===== src/rtl/sorb_consts.svh =====
`ifndef SORB_CONSTS_SVH
`define SORB_CONSTS_SVH
// register byte offsets
`define SORB_ADDR_CTRL    8'h00
`define SORB_ADDR_REQ     8'h04
`define SORB_ADDR_ALLOC   8'h08
`define SORB_ADDR_STATUS  8'h0C
`define SORB_ADDR_TOTAL   8'h10
// control field positions
`define SORB_CTRL_START   0
`define SORB_CTRL_OPT_LO  4
`define SORB_CTRL_OPT_HI  6
`define SORB_CTRL_RET_TO  8
// reset values
`define SORB_OPT_RST      3'h0
`define SORB_ALLOC_RST    32'h0000_0000
// reporting options
`define SORB_OPT_ALL      3'h0
`define SORB_OPT_ONE_OP   3'h1
`define SORB_OPT_ONE_SA   3'h2
`define SORB_OPT_ONE_ANY  3'h3
// support codes
`define SORB_SUP_NA       3'h0
`define SORB_SUP_NOT      3'h1
`define SORB_SUP_STD      3'h3
`define SORB_SUP_VEND     3'h5
// layout sizes in bytes, plus command count and last table index
`define SORB_NUM_CMDS     16'h0004
`define SORB_LAST_IDX     2'h3
`define SORB_HDR_BYTES    16'h0004
`define SORB_DESC_BYTES   16'h0008
`define SORB_TD_BYTES     16'h000C
`define SORB_TD_LEN       8'h0A
// supported command table
`define SORB_OP_TUR       8'h00
`define SORB_OP_READ10    8'h28
`define SORB_OP_WBUF      8'h3B
`define SORB_OP_RSOC      8'hA3
`define SORB_SA_RSOC      16'h000C
`define SORB_LEN6         8'h06
`define SORB_LEN10        8'h0A
`define SORB_LEN12        8'h0C
// timeouts in seconds, processing time only
`define SORB_TO_TUR_NOM   32'h0000_0001
`define SORB_TO_TUR_REC   32'h0000_0005
`define SORB_TO_RD_NOM    32'h0000_0002
`define SORB_TO_RD_REC    32'h0000_001E
`define SORB_TO_WB_NOM    32'h0000_000A
`define SORB_TO_WB_REC    32'h0000_003C
`define SORB_TO_RS_NOM    32'h0000_0001
`define SORB_TO_RS_REC    32'h0000_0005
`define SORB_WB_LOSS_S    8'h1E
`endif


===== src/rtl/sorb_pkg.sv =====
package sorb_pkg;
  // gray along idle -> search -> send -> drain -> idle
  typedef enum logic [1:0] {
    SORB_IDLE   = 2'h0,
    SORB_SEARCH = 2'h1,
    SORB_SEND   = 2'h3,
    SORB_DRAIN  = 2'h2
  } sorb_state_t;

  typedef struct packed {
    sorb_state_t st;
    logic [2:0]  opt;
    logic        return_timeouts_request;
    logic [7:0]  req_op;
    logic [15:0] req_sa;
    logic [31:0] alloc;
    logic        busy;
    logic        done;
    logic        err;
    logic [1:0]  idx;
    logic [4:0]  off;
    logic [15:0] pos;
    logic [2:0]  sup;
    logic [15:0] total;
    logic [15:0] send_len;
    logic        ovalid;
    logic [7:0]  odata;
    logic        olast;
    logic        pready;
    logic        pslverr;
    logic [31:0] prdata;
  } sorb_regs_t;
endpackage


===== src/rtl/sorb_cmd_rom.sv =====
`include "sorb_consts.svh"
module sorb_cmd_rom (
  input  wire logic [1:0]  idx,
  output logic      [7:0]  op,
  output logic      [15:0] sa,
  output logic             has_sa,
  output logic      [7:0]  cdb_len,
  output logic      [7:0]  cspec,
  output logic      [31:0] nom,
  output logic      [31:0] rec
);
  // one row per supported cdb; cspec zero where it has no meaning
  always_comb begin
    op      = `SORB_OP_TUR;
    sa      = 16'h0000;
    has_sa  = 1'h0;
    cdb_len = `SORB_LEN6;
    cspec   = 8'h00;
    nom     = `SORB_TO_TUR_NOM;
    rec     = `SORB_TO_TUR_REC;
    case (idx)
      2'h1: begin
        op      = `SORB_OP_READ10;
        cdb_len = `SORB_LEN10;
        nom     = `SORB_TO_RD_NOM;
        rec     = `SORB_TO_RD_REC;
      end
      2'h2: begin
        op      = `SORB_OP_WBUF;
        cdb_len = `SORB_LEN10;
        cspec   = `SORB_WB_LOSS_S;
        nom     = `SORB_TO_WB_NOM;
        rec     = `SORB_TO_WB_REC;
      end
      2'h3: begin
        op      = `SORB_OP_RSOC;
        sa      = `SORB_SA_RSOC;
        has_sa  = 1'h1;
        cdb_len = `SORB_LEN12;
        nom     = `SORB_TO_RS_NOM;
        rec     = `SORB_TO_RS_REC;
      end
      default: begin
      end
    endcase
  end
endmodule // sorb_cmd_rom


===== src/rtl/sorb_usage_rom.sv =====
module sorb_usage_rom (
  input  wire logic [1:0] idx,
  input  wire logic [3:0] bidx,
  output logic      [7:0] usage
);
  // cdb usage maps; byte 0 opcode, sa kept at its cdb spot
  always_comb begin
    case ({idx, bidx})
      6'h10: usage = 8'h28;
      6'h11: usage = 8'hFA;
      6'h12, 6'h13, 6'h14, 6'h15: usage = 8'hFF;
      6'h16: usage = 8'h1F;
      6'h17, 6'h18: usage = 8'hFF;
      6'h20: usage = 8'h3B;
      6'h21: usage = 8'h1F;
      6'h22, 6'h23, 6'h24, 6'h25: usage = 8'hFF;
      6'h26, 6'h27, 6'h28: usage = 8'hFF;
      6'h30: usage = 8'hA3;
      6'h31: usage = 8'h0C;
      6'h32: usage = 8'h87;
      6'h33, 6'h34, 6'h35, 6'h36: usage = 8'hFF;
      6'h37, 6'h38, 6'h39: usage = 8'hFF;
      default: usage = 8'h00;
    endcase
  end
endmodule // sorb_usage_rom


===== src/rtl/sorb_builder.sv =====
// Operation
// all-commands data starts with four-byte length header, then descriptors
// header length counts every byte after the four-byte header
// one descriptor per supported opcode and service action pair
// descriptor: opcode, sa bytes 2-3, cdb length 6-7, timeouts 8-19
// service action field is zero when opcode has no service action
// timeouts-present flag set exactly when a timeouts descriptor follows
// sa-valid flag set when opcode has service actions
// cdb length field gives the command's cdb byte count
// one-command: reserved, flag plus support, size, usage, timeouts
// support codes 000b, 001b, 011b, 101b; others reserved
// after byte 1 data invalid for support 000b or 001b
// cdb size equals usage length and cdb byte count
// usage byte 0 holds opcode; sa at its cdb position
// usage bits mirror cdb: one where evaluated, else zero
// timeouts descriptor begins with two-byte length 0Ah
// reserved, command specific, nominal bytes 4-7, recommended 8-11
// timeouts cover processing only, excluding outside delays
// power transition time left out of timeouts
// command specific byte reserved where it has no meaning
// buffer-write microcode modes report access-loss seconds there
// option 000b all-commands; 001b-011b one-command format
// timeouts descriptors only when return-timeouts request bit set
// data truncated to the allocation length
// multi-byte fields sent most significant byte first
`include "sorb_consts.svh"
module sorb_builder (
  input  wire logic        clk_sys,
  input  wire logic        sys_rst,
  input  wire logic [7:0]  paddr,
  input  wire logic        psel,
  input  wire logic        penable,
  input  wire logic        pwrite,
  input  wire logic [31:0] pwdata,
  output logic      [31:0] prdata,
  output logic             pready,
  output logic             pslverr,
  output logic             out_valid,
  output logic      [7:0]  out_data,
  output logic             out_last,
  input  wire logic        out_ready
);
  sorb_pkg::sorb_regs_t q;
  sorb_pkg::sorb_regs_t d;

  logic [7:0]  rom_op;
  logic [15:0] rom_sa;
  logic        rom_has_sa;
  logic [7:0]  rom_len;
  logic [7:0]  rom_cspec;
  logic [31:0] rom_nom;
  logic [31:0] rom_rec;
  logic [7:0]  usage;
  logic [15:0] upos;
  logic [15:0] tdi;
  logic [15:0] dsz;
  logic [15:0] tot;
  logic [15:0] hdr_len;
  logic [7:0]  byte_c;
  logic        all_mode;
  logic        ld;
  logic        acc;
  logic        op_hit;
  logic        sa_ok;

  // timeouts descriptor byte k, big-endian fields
  function automatic logic [7:0] td_byte(
    input logic [4:0]  k,
    input logic [7:0]  cs,
    input logic [31:0] nom,
    input logic [31:0] rec
  );
    logic [7:0] b;
    case (k)
      5'h01: b = `SORB_TD_LEN;
      5'h03: b = cs;
      5'h04: b = nom[31:24];
      5'h05: b = nom[23:16];
      5'h06: b = nom[15:8];
      5'h07: b = nom[7:0];
      5'h08: b = rec[31:24];
      5'h09: b = rec[23:16];
      5'h0A: b = rec[15:8];
      5'h0B: b = rec[7:0];
      default: b = 8'h00;
    endcase
    return b;
  endfunction

  // table values exclude power transitions and foreign delays
  sorb_cmd_rom u_cmd (
    .idx     (q.idx),
    .op      (rom_op),
    .sa      (rom_sa),
    .has_sa  (rom_has_sa),
    .cdb_len (rom_len),
    .cspec   (rom_cspec),
    .nom     (rom_nom),
    .rec     (rom_rec)
  );

  sorb_usage_rom u_usage (
    .idx   (q.idx),
    .bidx  (upos[3:0]),
    .usage (usage)
  );

  // byte at the current position of the parameter data
  always_comb begin
    all_mode = (q.opt == `SORB_OPT_ALL);
    dsz      = `SORB_DESC_BYTES +
               (q.return_timeouts_request ? `SORB_TD_BYTES : 16'h0000);
    upos     = q.pos - `SORB_HDR_BYTES;
    tdi      = upos - {8'h00, rom_len};
    hdr_len  = q.total - `SORB_HDR_BYTES;
    byte_c   = 8'h00;
    if (all_mode) begin
      if (q.pos < `SORB_HDR_BYTES) begin
        case (q.pos[1:0])
          2'h2: byte_c = hdr_len[15:8];
          2'h3: byte_c = hdr_len[7:0];
          default: byte_c = 8'h00;
        endcase
      end else begin
        case (q.off)
          5'h00: byte_c = rom_op;
          5'h02: byte_c = rom_has_sa ? rom_sa[15:8] : 8'h00;
          5'h03: byte_c = rom_has_sa ? rom_sa[7:0] : 8'h00;
          5'h05: byte_c = {6'h00, q.return_timeouts_request,
                           rom_has_sa};
          5'h07: byte_c = rom_len;
          default: begin
            if (q.off >= 5'h08)
              byte_c = td_byte(q.off - 5'h08, rom_cspec, rom_nom, rom_rec);
          end
        endcase
      end
    end else begin
      // unsupported answers stop at a zero size
      case (q.pos)
        16'h0001: byte_c = {q.return_timeouts_request &&
                            q.sup == `SORB_SUP_STD, 4'h0,
                            q.sup};
        16'h0003: byte_c = (q.sup == `SORB_SUP_STD) ? rom_len : 8'h00;
        16'h0000, 16'h0002: byte_c = 8'h00;
        default: begin
          if (upos < {8'h00, rom_len})
            byte_c = usage;
          else
            byte_c = td_byte(tdi[4:0], rom_cspec, rom_nom, rom_rec);
        end
      endcase
    end
  end

  // next state: apb slave, search, stream out
  always_comb begin
    d         = q;
    d.pready  = 1'h0;
    d.pslverr = 1'h0;
    acc       = psel && penable && !q.pready;
    ld        = (q.st == sorb_pkg::SORB_SEND) && (!q.ovalid || out_ready);
    op_hit    = (rom_op == q.req_op);
    // option 011b treats sa 00h as match for non-sa opcodes
    sa_ok     = rom_has_sa ? (q.opt == `SORB_OPT_ONE_OP ||
                              rom_sa == q.req_sa)
                           : (q.opt != `SORB_OPT_ONE_ANY ||
                              q.req_sa == 16'h0000);
    tot       = `SORB_HDR_BYTES;
    // two-cycle access keeps prdata and pready registered
    if (acc) begin
      d.pready = 1'h1;
      d.prdata = 32'h0000_0000;
      case (paddr)
        `SORB_ADDR_CTRL: begin
          d.prdata = {23'h0, q.return_timeouts_request, 1'h0, q.opt,
                      4'h0};
          if (pwrite && !q.busy) begin
            d.opt  = pwdata[`SORB_CTRL_OPT_HI:`SORB_CTRL_OPT_LO];
            d.return_timeouts_request = pwdata[`SORB_CTRL_RET_TO];
            if (pwdata[`SORB_CTRL_START]) begin
              d.st   = sorb_pkg::SORB_SEARCH;
              d.busy = 1'h1;
              d.done = 1'h0;
              d.err  = 1'h0;
              d.idx  = 2'h0;
              d.off  = 5'h00;
              d.pos  = 16'h0000;
            end
          end
        end
        `SORB_ADDR_REQ: begin
          d.prdata = {8'h00, q.req_sa, q.req_op};
          if (pwrite && !q.busy) begin
            d.req_op = pwdata[7:0];
            d.req_sa = pwdata[23:8];
          end
        end
        `SORB_ADDR_ALLOC: begin
          d.prdata = q.alloc;
          if (pwrite && !q.busy)
            d.alloc = pwdata;
        end
        `SORB_ADDR_STATUS: d.prdata = {29'h0, q.err, q.done, q.busy};
        `SORB_ADDR_TOTAL:  d.prdata = {16'h0000, q.total};
        default: d.pslverr = 1'h1;
      endcase
    end
    case (q.st)
      sorb_pkg::SORB_SEARCH: begin
        if (all_mode) begin
          // every table row is reported
          tot = `SORB_HDR_BYTES + 16'(`SORB_NUM_CMDS * dsz);
          d.st = sorb_pkg::SORB_SEND;
        end else if (q.opt > `SORB_OPT_ONE_ANY) begin
          d.st   = sorb_pkg::SORB_IDLE;
          d.err  = 1'h1;
          d.busy = 1'h0;
          d.done = 1'h1;
        end else if (op_hit && sa_ok) begin
          // wrong option for this opcode is an illegal request
          if ((q.opt == `SORB_OPT_ONE_OP && rom_has_sa) ||
              (q.opt == `SORB_OPT_ONE_SA && !rom_has_sa)) begin
            d.st   = sorb_pkg::SORB_IDLE;
            d.err  = 1'h1;
            d.busy = 1'h0;
            d.done = 1'h1;
          end else begin
            d.sup = `SORB_SUP_STD;
            tot = `SORB_HDR_BYTES + {8'h00, rom_len} +
                  (q.return_timeouts_request ? `SORB_TD_BYTES :
                   16'h0000);
            d.st = sorb_pkg::SORB_SEND;
          end
        end else if (q.idx == `SORB_LAST_IDX) begin
          d.sup = `SORB_SUP_NOT;
          d.st  = sorb_pkg::SORB_SEND;
        end else begin
          d.idx = q.idx + 2'h1;
        end
        if (d.st == sorb_pkg::SORB_SEND) begin
          d.total    = tot;
          d.send_len = (q.alloc < {16'h0000, tot}) ?
                       q.alloc[15:0] : tot;
          if (all_mode)
            d.idx = 2'h0;
          if (q.alloc == 32'h0000_0000) begin
            d.st   = sorb_pkg::SORB_IDLE;
            d.busy = 1'h0;
            d.done = 1'h1;
          end
        end
      end
      sorb_pkg::SORB_SEND: begin
        if (ld) begin
          d.ovalid = 1'h1;
          d.odata  = byte_c;
          d.olast  = (q.pos == q.send_len - 16'h0001);
          d.pos    = q.pos + 16'h0001;
          if (all_mode && q.pos >= `SORB_HDR_BYTES) begin
            if ({11'h000, q.off} == dsz - 16'h0001) begin
              d.off = 5'h00;
              d.idx = q.idx + 2'h1;
            end else begin
              d.off = q.off + 5'h01;
            end
          end
          if (d.olast)
            d.st = sorb_pkg::SORB_DRAIN;
        end
      end
      sorb_pkg::SORB_DRAIN: begin
        if (out_ready) begin
          d.ovalid = 1'h0;
          d.olast  = 1'h0;
          d.st     = sorb_pkg::SORB_IDLE;
          d.busy   = 1'h0;
          d.done   = 1'h1;
        end
      end
      default: begin
      end
    endcase
  end

  // state register; synchronous reset to idle
  always_ff @(posedge clk_sys) begin
    if (sys_rst) begin
      q          <= '0;
      q.st       <= sorb_pkg::SORB_IDLE;
      q.opt      <= `SORB_OPT_RST;
      q.alloc    <= `SORB_ALLOC_RST;
    end else begin
      q <= d;
    end
  end

  assign prdata    = q.prdata;
  assign pready    = q.pready;
  assign pslverr   = q.pslverr;
  assign out_valid = q.ovalid;
  assign out_data  = q.odata;
  assign out_last  = q.olast;
endmodule // sorb_builder


===== config.mk =====
export PLATFORM = sky130hd
export DESIGN_NAME = sorb_builder
export DESIGN_NICKNAME = d
export VERILOG_FILES = /design/src/rtl/sorb_pkg.sv /design/src/rtl/sorb_cmd_rom.sv /design/src/rtl/sorb_usage_rom.sv /design/src/rtl/sorb_builder.sv
export VERILOG_INCLUDE_DIRS = /design/src /design/src/rtl
export SDC_FILE = /design/constraint.sdc
export NUM_CORES = 1
export LEC_CHECK = 0
export ABC_AREA = 1
export BUFFER_PORTS_ARGS = -buffer_cell sky130_fd_sc_hd__buf_2
export CAP_MARGIN = 5
export CELL_PAD_IN_SITES_DETAIL_PLACEMENT = 0
export CELL_PAD_IN_SITES_GLOBAL_PLACEMENT = 1
export CORE_MARGIN = 2
export CORE_UTILIZATION = 43
export CTS_CLUSTER_DIAMETER = 200
export DETAILED_ROUTE_END_ITERATION = 10
export GPL_TIMING_DRIVEN = 0
export PLACE_DENSITY_LB_ADDON = 0.1
export SLEW_MARGIN = 0
export SYNTH_ARGS = -nofsm -noshare
export SYNTH_HDL_FRONTEND = slang
export SYNTH_SLANG_ARGS = --single-unit

===== constraint.sdc =====
create_clock -name clk_sys -period 4.2 [get_ports clk_sys]
set_input_delay 0.84 -clock clk_sys [delete_from_list [all_inputs] [get_ports clk_sys]]
set_output_delay 0.84 -clock clk_sys [all_outputs]
set_load 0.005 [all_outputs]

==> qor.csv, run 1 <==
metric,value,unit
Residual DRC,0,
largest area contributor in the netlist,dfxtp_1,
Hold Path Class,flop to flop,
root buffer cell,clkbuf_16,
number of synthesized register bits,156,
routed via count,9780,
cts-stage hold buffer count,0,
critical path arrival,4.27,ns
max-slew violation count,0,
period utilization,0.938,
TritonCTS clock tree,yes,
fin util,0.506,
Multi-input gate area,0.00517,mm^2
storage element area,0.00312,mm^2
post-synth top area share,0.324,
initial core utilization,0.440,
Power Density,295,mW/mm^2
final number of setup-violating endpoints,0,
wire per inst,16.8,um
Die H,154,um
Final min period,3.94,ns
switching portion of total power,0.245,
final non-filler cell total,1833,
number of synthesized flops with an enable pin,0,
status,finished clean,
post-route setup TNS,0,ns
Clock Pin Slew Worst Setup and Hold Paths,0.07,ns
warning count from the yosys run,0,
clock buffer depth,2,
IO buf count,89,
"Avg Cell Area, Syn",6.73,um^2
Rel. slew slack,0.412,
vias in the first global route,9129,
clock skew,0.0122,ns
combinational power share,0.033,
Main synth FF type,dfxtp_1,
initial antenna violation count,1,
total grt overflow,0,
"Async S/R FF share, synth",0,
1st-pass router iterations,5,
critical path type,flop to flop,
Int Power,0.00247,W
routed wire length,30800,um
Layout area overhead,14.9,%
Clock Sink Count,156,
synthesized area,0.00964,mm^2
P_leak,4.93,nW
post-synthesis cell type count,56,
hold slack,0.463,ns
largest net degree at the start of global routing,17,
Syn Nets,1515,
peak supply drop,0.244,mV
Clk network pwr share,0.514,
DR vias/cell,5.34,
"Seq/Total Area, Yosys",0.324,
clk_lat worst skew,0.43,ns
switching power,0.000799,W
Worst setup EP type,flop,
RePlAce Congestion,0.917,
number of core rows,54,
first-pass GRT wire length,48700,um
core region area,0.0219,mm^2
CTS Buf Count,17,
fillers,2308,
ANT nets after route,0,
Synth Instances,1432,
DP HPWL,24100,um
layout cells sized above 1,0.153,
GRT Resource Usage Total,0.259,
Peak Freq,254,MHz
Diodes inserted,0,
Final #Nets,1624,
startpoint types,flop,
Synth area leaders,"dfxtp_1, nand2_1, inv_1",
Die X,154,um
Commonest cells post-synth,"nand2_1, inv_1, dfxtp_1",
Worst Tran Pin Value,0.874,ns
Worst Path Max Fanout,9,
initial DRC count,658,
I/O pins,90,
Final Hold Fails,0,
Die ar.,0.0236,mm^2
Reg power frac,0.453,
dpl cells,1801,
CP Data Required Time,4.53,ns
max cap viols,0,
most frequent cell after synthesis,nand2_1,
H-tree depth,4,
## cells by family after synthesis
family	share of synthesized area
simple gates	0.286
compound gates	0.180
buf+inv	0.139
flops	0.324
fa+ha+maj	0.0488
xor+xnor	0.0209
## power by group through the flow
stage | Clock, W | Sequential [W] | Combinational (W)
2_1_floorplan | 0 | 0.00151 | 0.0000522
3_3_place_gp | 0 | 0.00151 | 0.000107
3_5_place_dp | 0 | 0.00151 | 0.000108
4_1_cts | 0.00170 | 0.00148 | 0.000108
5_1_grt | 0.00175 | 0.00148 | 0.000118
6_report | 0.00168 | 0.00148 | 0.000108
## placed cells by master, fill, tap and decap left out, drive strengths merged, types with 35 or more instances in the layout
master and n:
ha 36, dfxtp 156, a21oi 128, nand2 276, o21ai 108, nor2 158
clkbuf 55, nand3 88, nor3 35, buf 145, inv 218
## final cells by class
class / count / share of cell area
buffer: 93 / 0.0488
clock buffer: 17 / 0.0384
clock inverter: 14 / 0.0180
inverter: 212 / 0.0731
multi-input combinational: 971 / 0.467
sequential: 156 / 0.282
tap: 280 / 0.0316
timing repair buffer: 90 / 0.0409
## registers in the layout, indices dropped and copies added (netlist names)
register and count:
out_data 8, out_last 1, out_valid 1, prdata 32
pready 1, pslverr 1, q 112
## repair_timing
| action | 4_1_cts | 5_1_grt |
|---|---|---|
| resized for setup | 0 | 5 |
| endpoints found under the setup margin | 0 | 7 |
| setup buffers | 0 | 1 |
## path summary, 6_finish.rpt
check                          startpoint                      end  slack, ns  cells past startpoint
hold reg to reg   prdata[26]$_SDFFE_PP0P_  prdata[26]$_SDFFE_PP0P_       0.46                      2
setup reg to reg        q[100]$_SDFF_PP0_       q[49]$_SDFFE_PP0P_       0.26                     24
hold / removal    prdata[26]$_SDFFE_PP0P_  prdata[26]$_SDFFE_PP0P_       0.46                      2
setup / recovery        q[100]$_SDFF_PP0_       q[49]$_SDFFE_PP0P_       0.26                     24
## critical path, cell delays in order (launching register included)
cell        delay, ns
dfxtp_2          0.43
clkinvlp_4       0.22
ha_1             0.41
clkbuf_4         0.23
xor2_1           0.17
nor2_2           0.11
nand2_2          0.08
nor2_4           0.14
nand2_2          0.09
nor2_4           0.16
nand2_1          0.10
inv_2            0.07
nand3_1          0.06
o21ai_1          0.15
inv_1            0.10
ha_1             0.30
a21oi_1          0.13
nor2_1           0.09
nor4_4           0.24
buf_4            0.20
nand2_4          0.07
nand2_1          0.07
nand3_1          0.12
nand2_1          0.08
inv_1            0.03
## per-stage QoR
| step | cell area (um^2) | total power (W) | setup slack, ns |
|---|---|---|---|
| final | 11100 | 0.00327 | 0.258 |
| after global routing | 11100 | 0.00335 | -0.0171 |
| after CTS | 11100 | 0.00329 | 0.0329 |
| after detailed placement | 10400 | 0.00162 | 0.0441 |
| after global placement | 10400 | 0.00162 | 0.0619 |
| after floorplan | 9640 | 0.00157 | 0.806 |
## metal layers
metal,part of all wire,global-route usage,vias to the layer above
met4,0.021,0.0786,0
met5,0,0,-
met1,0.50,0.387,4551
met3,0.058,0.0318,38
met2,0.42,0.389,302
li1,-,-,4889
No activity file was read; power rests on OpenSTA's default activity.
==> run 2, diff against run 1 <==
--- a/config.mk
+++ b/config.mk
@@ -17,6 +17,7 @@
 export DETAILED_ROUTE_END_ITERATION = 10
 export GPL_TIMING_DRIVEN = 0
 export PLACE_DENSITY_LB_ADDON = 0.1
+export RECOVER_POWER = 50
 export SLEW_MARGIN = 0
 export SYNTH_ARGS = -nofsm -noshare
 export SYNTH_HDL_FRONTEND = slang
==> run 2 against run 1 <==
Compared with the run above:
- register-to-register slack about the same
- routed wire length down 0.13%
- die area unchanged
- largest power group unchanged
- first-iteration DRC count down 7.1%
- sequential share of layout area rose by 0.15 points
- sequential power about the same
- largest cell class unchanged
- clock power barely moved
- non-clock buffer count stayed put
- via count shrank 0.82%
- sequential cell count is the same
- critical path depth is the same
==> qor.csv, run 2 (same netlist as run 1, synthesis figures left out) <==
metric,value,unit,change
clock skew,0.0119,ns,-0.000331 ns
vias in the first global route,9129,,unchanged
ANT nets after route,0,,unchanged
I/O pins,90,,unchanged
Multi-input gate area,0.00512,mm^2,-0.94%
root buffer cell,clkbuf_16,,
DP HPWL,24100,um,unchanged
total power,0.00326,W,about the same
peak supply drop,0.246,mV,+0.62%
final setup margin,0.266,ns,+0.00749 ns
1st-pass router iterations,5,,unchanged
CP startpoint,q[100]$_SDFF_PP0_,,
Worst R2R Setup Slack,0.27,ns,about the same
Final Hold Fails,0,,unchanged
clock buffer depth,2,,unchanged
critical path type,flop to flop,,
Worst setup EP type,flop,,
GRT Resource Usage Total,0.259,,unchanged
max-slew violation count,0,,unchanged
"commonest cells after routing, fill and taps aside","nand2_1, inv_1, dfxtp_1",,
Layout area overhead,14.3,%,
Residual DRC,0,,unchanged
CP Data Required Time,4.53,ns,about the same
cts-stage hold buffer count,0,,unchanged
min-delay src,prdata[26]$_SDFFE_PP0P_,,
Setup WS pre-CTS,0.0441,ns,unchanged
Worst Path Max Fanout,9,,unchanged
largest register by flop count,q,,
CTS Buf Count,17,,unchanged
DR vias/cell,5.29,,-0.82%
Diodes inserted,0,,unchanged
"commonest non-fill, non-tap cell in the layout",nand2_1,,
critical path arrival,4.27,ns,about the same
period utilization,0.937,,-0.00178
Peak Freq,254,MHz,+0.19%
Hold Path Class,flop to flop,,
Clock Sink Count,156,,unchanged
core region area,0.0219,mm^2,unchanged
Largest register FFs,112,,unchanged
clk_lat worst skew,0.43,ns,about the same
initial antenna violation count,1,,unchanged
Die H,154,um,unchanged
RePlAce Congestion,0.917,,unchanged
Final #Nets,1624,,unchanged
initial core utilization,0.440,,unchanged
max cap viols,0,,unchanged
Die X,154,um,unchanged
H-tree depth,4,,unchanged
total grt overflow,0,,unchanged
Reg2Reg Launch Point,q[100]$_SDFF_PP0_,,
Final min period,3.93,ns,-0.00749 ns
Die ar.,0.0236,mm^2,unchanged
IO buf count,89,,unchanged
routed wire length,30700,um,-0.13%
Worst Tran Pin Value,0.899,ns,+0.0248 ns
startpoint types,flop,,
TritonCTS clock tree,yes,,
final number of setup-violating endpoints,0,,unchanged
initial DRC count,611,,-7.1%
status,finished clean,,
fillers,2321,,+0.56%
layout cells sized above 1,0.141,,-0.0116
P_leak,4.85,nW,-1.7%
Power Density,296,mW/mm^2,+0.46%
first-pass GRT wire length,48700,um,unchanged
routed via count,9700,,-0.82%
Clock Pin Slew Worst Setup and Hold Paths,0.07,ns,about the same
wire per inst,16.8,um,-0.13%
Rel. slew slack,0.395,,-0.0167
number of core rows,54,,unchanged
storage element area,0.00312,mm^2,unchanged
largest net degree at the start of global routing,17,,unchanged
-- run 2: cell count changes in the layout (fill, tap and decap cells not counted), moves of 3 or more --
cell,previous run,this run
buf_4,41,5
clkbuf_4,1,37
buf_2,99,91
clkbuf_1,35,43
inv_1,199,202
inv_2,10,7
-- run 2: path summary, 6_finish.rpt --
check	end	cells past startpoint
worst max-delay path	q[49]$_SDFFE_PP0P_	24
worst max register to register	q[49]$_SDFFE_PP0P_	24
worst min register to register	prdata[26]$_SDFFE_PP0P_	2
worst min-delay path	prdata[26]$_SDFFE_PP0P_	2
-- run 2: metrics by stage --
step	utilization	cell area (um^2)	hold slack, ns	setup TNS (ns)	std cells
final	0.503	11000	0.461	0	1833
after global routing	0.503	11000	0.481	-0.0292	1833
after CTS	0.505	11100	0.466	0	1832
after detailed placement	0.477	10400	0.455	0	1801
after global placement	0.477	10400	0.454	0	1801
after floorplan	-	9640	0.429	0	1432
-- run 2: repair_timing --
action                                  CTS  global route
endpoints found under the setup margin    0             7
buffers inserted                          0             1
gates resized for setup                   0             5
endpoints found under the hold margin     0             0
-- run 2: cell type report --
| class | instances | share of cell area |
|---|---|---|
| Multi-Input combinational cell | 971 | 0.465 |
| Sequential cell | 156 | 0.284 |
| Inverter | 212 | 0.0735 |
| Buffer | 93 | 0.0489 |
| Timing Repair Buffer | 90 | 0.0404 |
| Clock buffer | 17 | 0.0386 |
| Tap cell | 280 | 0.0318 |
| Clock inverter | 14 | 0.0181 |
-- run 2: critical path: stages (launching register included) --
cell        delay [ns]
dfxtp_2           0.43
clkinvlp_4        0.22
ha_1              0.41
clkbuf_4          0.23
xor2_1            0.17
nor2_2            0.11
nand2_2           0.08
nor2_4            0.14
nand2_2           0.09
nor2_4            0.16
nand2_1           0.10
inv_2             0.07
nand3_1           0.06
o21ai_1           0.14
inv_1             0.10
ha_1              0.29
a21oi_1           0.13
nor2_1            0.09
nor4_4            0.24
buf_4             0.20
nand2_4           0.08
nand2_1           0.07
nand3_1           0.12
nand2_1           0.08
inv_1             0.03
-- run 2: layer usage --
| metal | track usage | routed length, um | part of all wire |
|---|---|---|---|
| met1 | 0.387 | 15400 | 0.50 |
| met2 | 0.389 | 13000 | 0.42 |
| met3 | 0.0318 | 1650 | 0.054 |
| met4 | 0.0786 | 653 | 0.021 |
| met5 | 0 | 0 | 0 |
-- run 2: report_power, final --
part / internal, W / total, W / leakage (nW) / switching [W]
Sequential: 0.00148 / 0.00148 / 1.26 / 0.000000561
Clock: 0.000958 / 0.00168 / 0.299 / 0.000722
Combinational: 0.0000284 / 0.000104 / 3.29 / 0.0000760
==> run 3, diff against run 2 <==
--- a/config.mk
+++ b/config.mk
@@ -12,7 +12,8 @@
 export CELL_PAD_IN_SITES_DETAIL_PLACEMENT = 0
 export CELL_PAD_IN_SITES_GLOBAL_PLACEMENT = 1
 export CORE_MARGIN = 2
-export CORE_UTILIZATION = 43
+export CORE_UTILIZATION = 44
+export CTS_BUF_LIST = sky130_fd_sc_hd__clkbuf_4 sky130_fd_sc_hd__clkbuf_8
 export CTS_CLUSTER_DIAMETER = 200
 export DETAILED_ROUTE_END_ITERATION = 10
 export GPL_TIMING_DRIVEN = 0
==> run 3 against run 2 <==
Compared with the run above:
- sequential power barely moved
- setup slack improved by 0.090 ns
- design area fell by 1.6%
- sequential share of layout area rose by 0.47 points
- non-clock buffer count rose by 2
- maximum frequency rose by 2.3%
- clock skew rose by 0.0016 ns
- cell count rose by 0.11%
==> qor.csv, run 3 (same netlist as run 1, synthesis figures left out) <==
metric,value,unit,change
status,finished clean,,
Rel. slew slack,0.411,,+0.0163
Worst setup EP type,flop,,
DR vias/cell,5.23,,-1.2%
RSZ-0062 raised after global routing,no,,
routed wire length,30400,um,-1.2%
root buffer cell,clkbuf_8,,
ANT nets after route,0,,unchanged
Worst R2R Setup Slack,0.36,ns,+0.09 ns
layout cells sized above 1,0.143,,+0.00175
max-slew violation count,0,,unchanged
initial antenna violation count,0,,-1
RR Endpoint,q[48]$_SDFFE_PP0P_,,
fillers,2323,,+0.086%
Multi-input gate area,0.00513,mm^2,about the same
largest register by flop count,q,,
WHS Path Cells,2,,unchanged
Diodes inserted,0,,unchanged
"slowest stage delay, CP",0.36,ns,-0.07 ns
routed via count,9591,,-1.1%
"delay-heaviest family, CP",simple AND/OR/NAND/NOR gates,,
final number of setup-violating endpoints,0,,unchanged
storage element area,0.00312,mm^2,unchanged
initial DRC count,773,,+27%
Clock Sink Count,156,,unchanged
Final Hold Fails,0,,unchanged
total grt overflow,0,,unchanged
peak supply drop,0.170,mV,-31%
hold slack,0.469,ns,+0.00733 ns
RePlAce Congestion,0.889,,-3.0%
critical path arrival,4.23,ns,-0.04 ns
critical path type,flop to flop,,
max cap viols,0,,unchanged
Final min period,3.84,ns,-0.0903 ns
1st-pass router iterations,5,,unchanged
"commonest non-fill, non-tap cell in the layout",nand2_1,,
Power Density,265,mW/mm^2,-11%
final setup margin,0.356,ns,+0.0903 ns
Layout area overhead,12.5,%,
min-delay src,prdata[26]$_SDFFE_PP0P_,,
first-pass GRT wire length,48100,um,-1.2%
Worst Tran Pin Value,0.876,ns,-0.0229 ns
number of core rows,54,,unchanged
GRT Resource Usage Total,0.261,,+0.00130
clk_lat worst skew,0.47,ns,+0.04 ns
DP HPWL,24000,um,-0.55%
Residual DRC,0,,unchanged
wire per inst,16.5,um,-1.3%
Clock Pin Slew Worst Setup and Hold Paths,0.10,ns,+0.03 ns
post-route setup TNS,0,ns,unchanged
clock skew,0.0135,ns,+0.00160 ns
Worst Path Max Fanout,9,,unchanged
hold endpoint,prdata[26]$_SDFFE_PP0P_,,
core region area,0.0217,mm^2,-0.93%
Die X,152,um,-1.1%
"commonest cells after routing, fill and taps aside","nand2_1, inv_1, dfxtp_1",,
CTS Buf Count,17,,unchanged
Final #Nets,1626,,+0.12%
Die ar.,0.0231,mm^2,-2.2%
startpoint types,flop,,
Peak Freq,260,MHz,+2.3%
P_leak,4.77,nW,-1.7%
initial core utilization,0.444,,+0.00411
vias in the first global route,8759,,-4.1%
clock buffer depth,2,,unchanged
largest net degree at the start of global routing,17,,unchanged
CP Data Required Time,4.58,ns,+0.05 ns
H-tree depth,4,,unchanged
Largest register FFs,112,,unchanged
CP bufs+invs,7,,+1
Worst path slowest cell,dfxtp_1,,
fin util,0.500,,-0.00349
Reg2Reg Launch Point,q[101]$_SDFF_PP0_,,
R2R cell count,25,,+4.2%
Setup WS pre-CTS,0.0360,ns,-0.00804 ns
Die H,152,um,-1.1%
TritonCTS clock tree,yes,,
period utilization,0.915,,-0.0215
I/O pins,90,,unchanged
IO buf count,89,,unchanged
Hold Path Class,flop to flop,,
run 3: cell count changes in the layout (fill, tap and decap cells not counted), moves of 2 or more:
| cell | change |
|---|---|
| clkbuf_8 | +17 |
| buf_4 | +2 |
| clkbuf_16 | -17 |
| inv_8 | +2 |
run 3: layout make-up:
type	instances	area share
multi-input combinational	971	0.473
sequential	156	0.288
inverter	212	0.0747
buffer	93	0.0494
timing repair buffer	92	0.0425
tap	280	0.0323
clock buffer	17	0.0216
clock inverter	14	0.0180
run 3: power by group:
part           switching [W]  leakage [nW]  internal (W)
logic              0.0000766          3.30     0.0000284
registers        0.000000636          1.26       0.00148
clock network       0.000677         0.209      0.000610
total               0.000754          4.77       0.00212
run 3: how the worst max path moves through the flow:
stage | to | slack [ns] | start | depth (start not counted)
floorplan | q[50]$_SDFFE_PP0P_ | 0.81 | q[100]$_SDFF_PP0_ | 23
global placement | q[49]$_SDFFE_PP0P_ | 0.04 | q[100]$_SDFF_PP0_ | 21
detailed placement | q[49]$_SDFFE_PP0P_ | 0.04 | q[100]$_SDFF_PP0_ | 23
CTS | q[49]$_SDFFE_PP0P_ | 0.02 | q[100]$_SDFF_PP0_ | 23
global route | q[49]$_SDFFE_PP0P_ | 0.01 | q[101]$_SDFF_PP0_ | 25
finish | q[48]$_SDFFE_PP0P_ | 0.36 | q[101]$_SDFF_PP0_ | 25
run 3: layer usage:
layer	vias up	global-route usage	share of wire
met5	-	0	0
li1	4879	-	-
met2	280	0.384	0.42
met3	27	0.0436	0.057
met1	4405	0.402	0.51
met4	0	0.0463	0.010
run 3: per-stage QoR:
step	area (um^2)	std cells	total power [W]
after CTS	10900	1832	0.00290
final	10800	1835	0.00287
after floorplan	9640	1432	0.00157
after global placement	10400	1801	0.00162
after detailed placement	10400	1801	0.00162
after global routing	10800	1835	0.00296
run 3: worst reg2reg max path: stages, from the launching register on:
cell and delay [ns]:
dfxtp_1 0.36, clkbuf_2 0.21, inv_1 0.08, ha_1 0.33
buf_2 0.22, xor2_1 0.17, nor2_2 0.12, nand2_2 0.08
nor2_4 0.13, nand2_2 0.09, nor2_4 0.16, nand2_1 0.10
inv_2 0.07, nand3_1 0.06, o21ai_1 0.15, inv_1 0.10
ha_1 0.30, a21oi_1 0.13, nor2_1 0.08, nor4_4 0.24
buf_4 0.20, nand2_4 0.08, nand2_1 0.08, nand3_1 0.11
nand2_1 0.08, inv_1 0.03
run 3: timing repair:
action                                  CTS  global route
hold endpoints to repair                  0             0
buffers inserted                          0             3
hold buffers                              0             0
endpoints found under the setup margin    0             7
resized for setup                         0             5
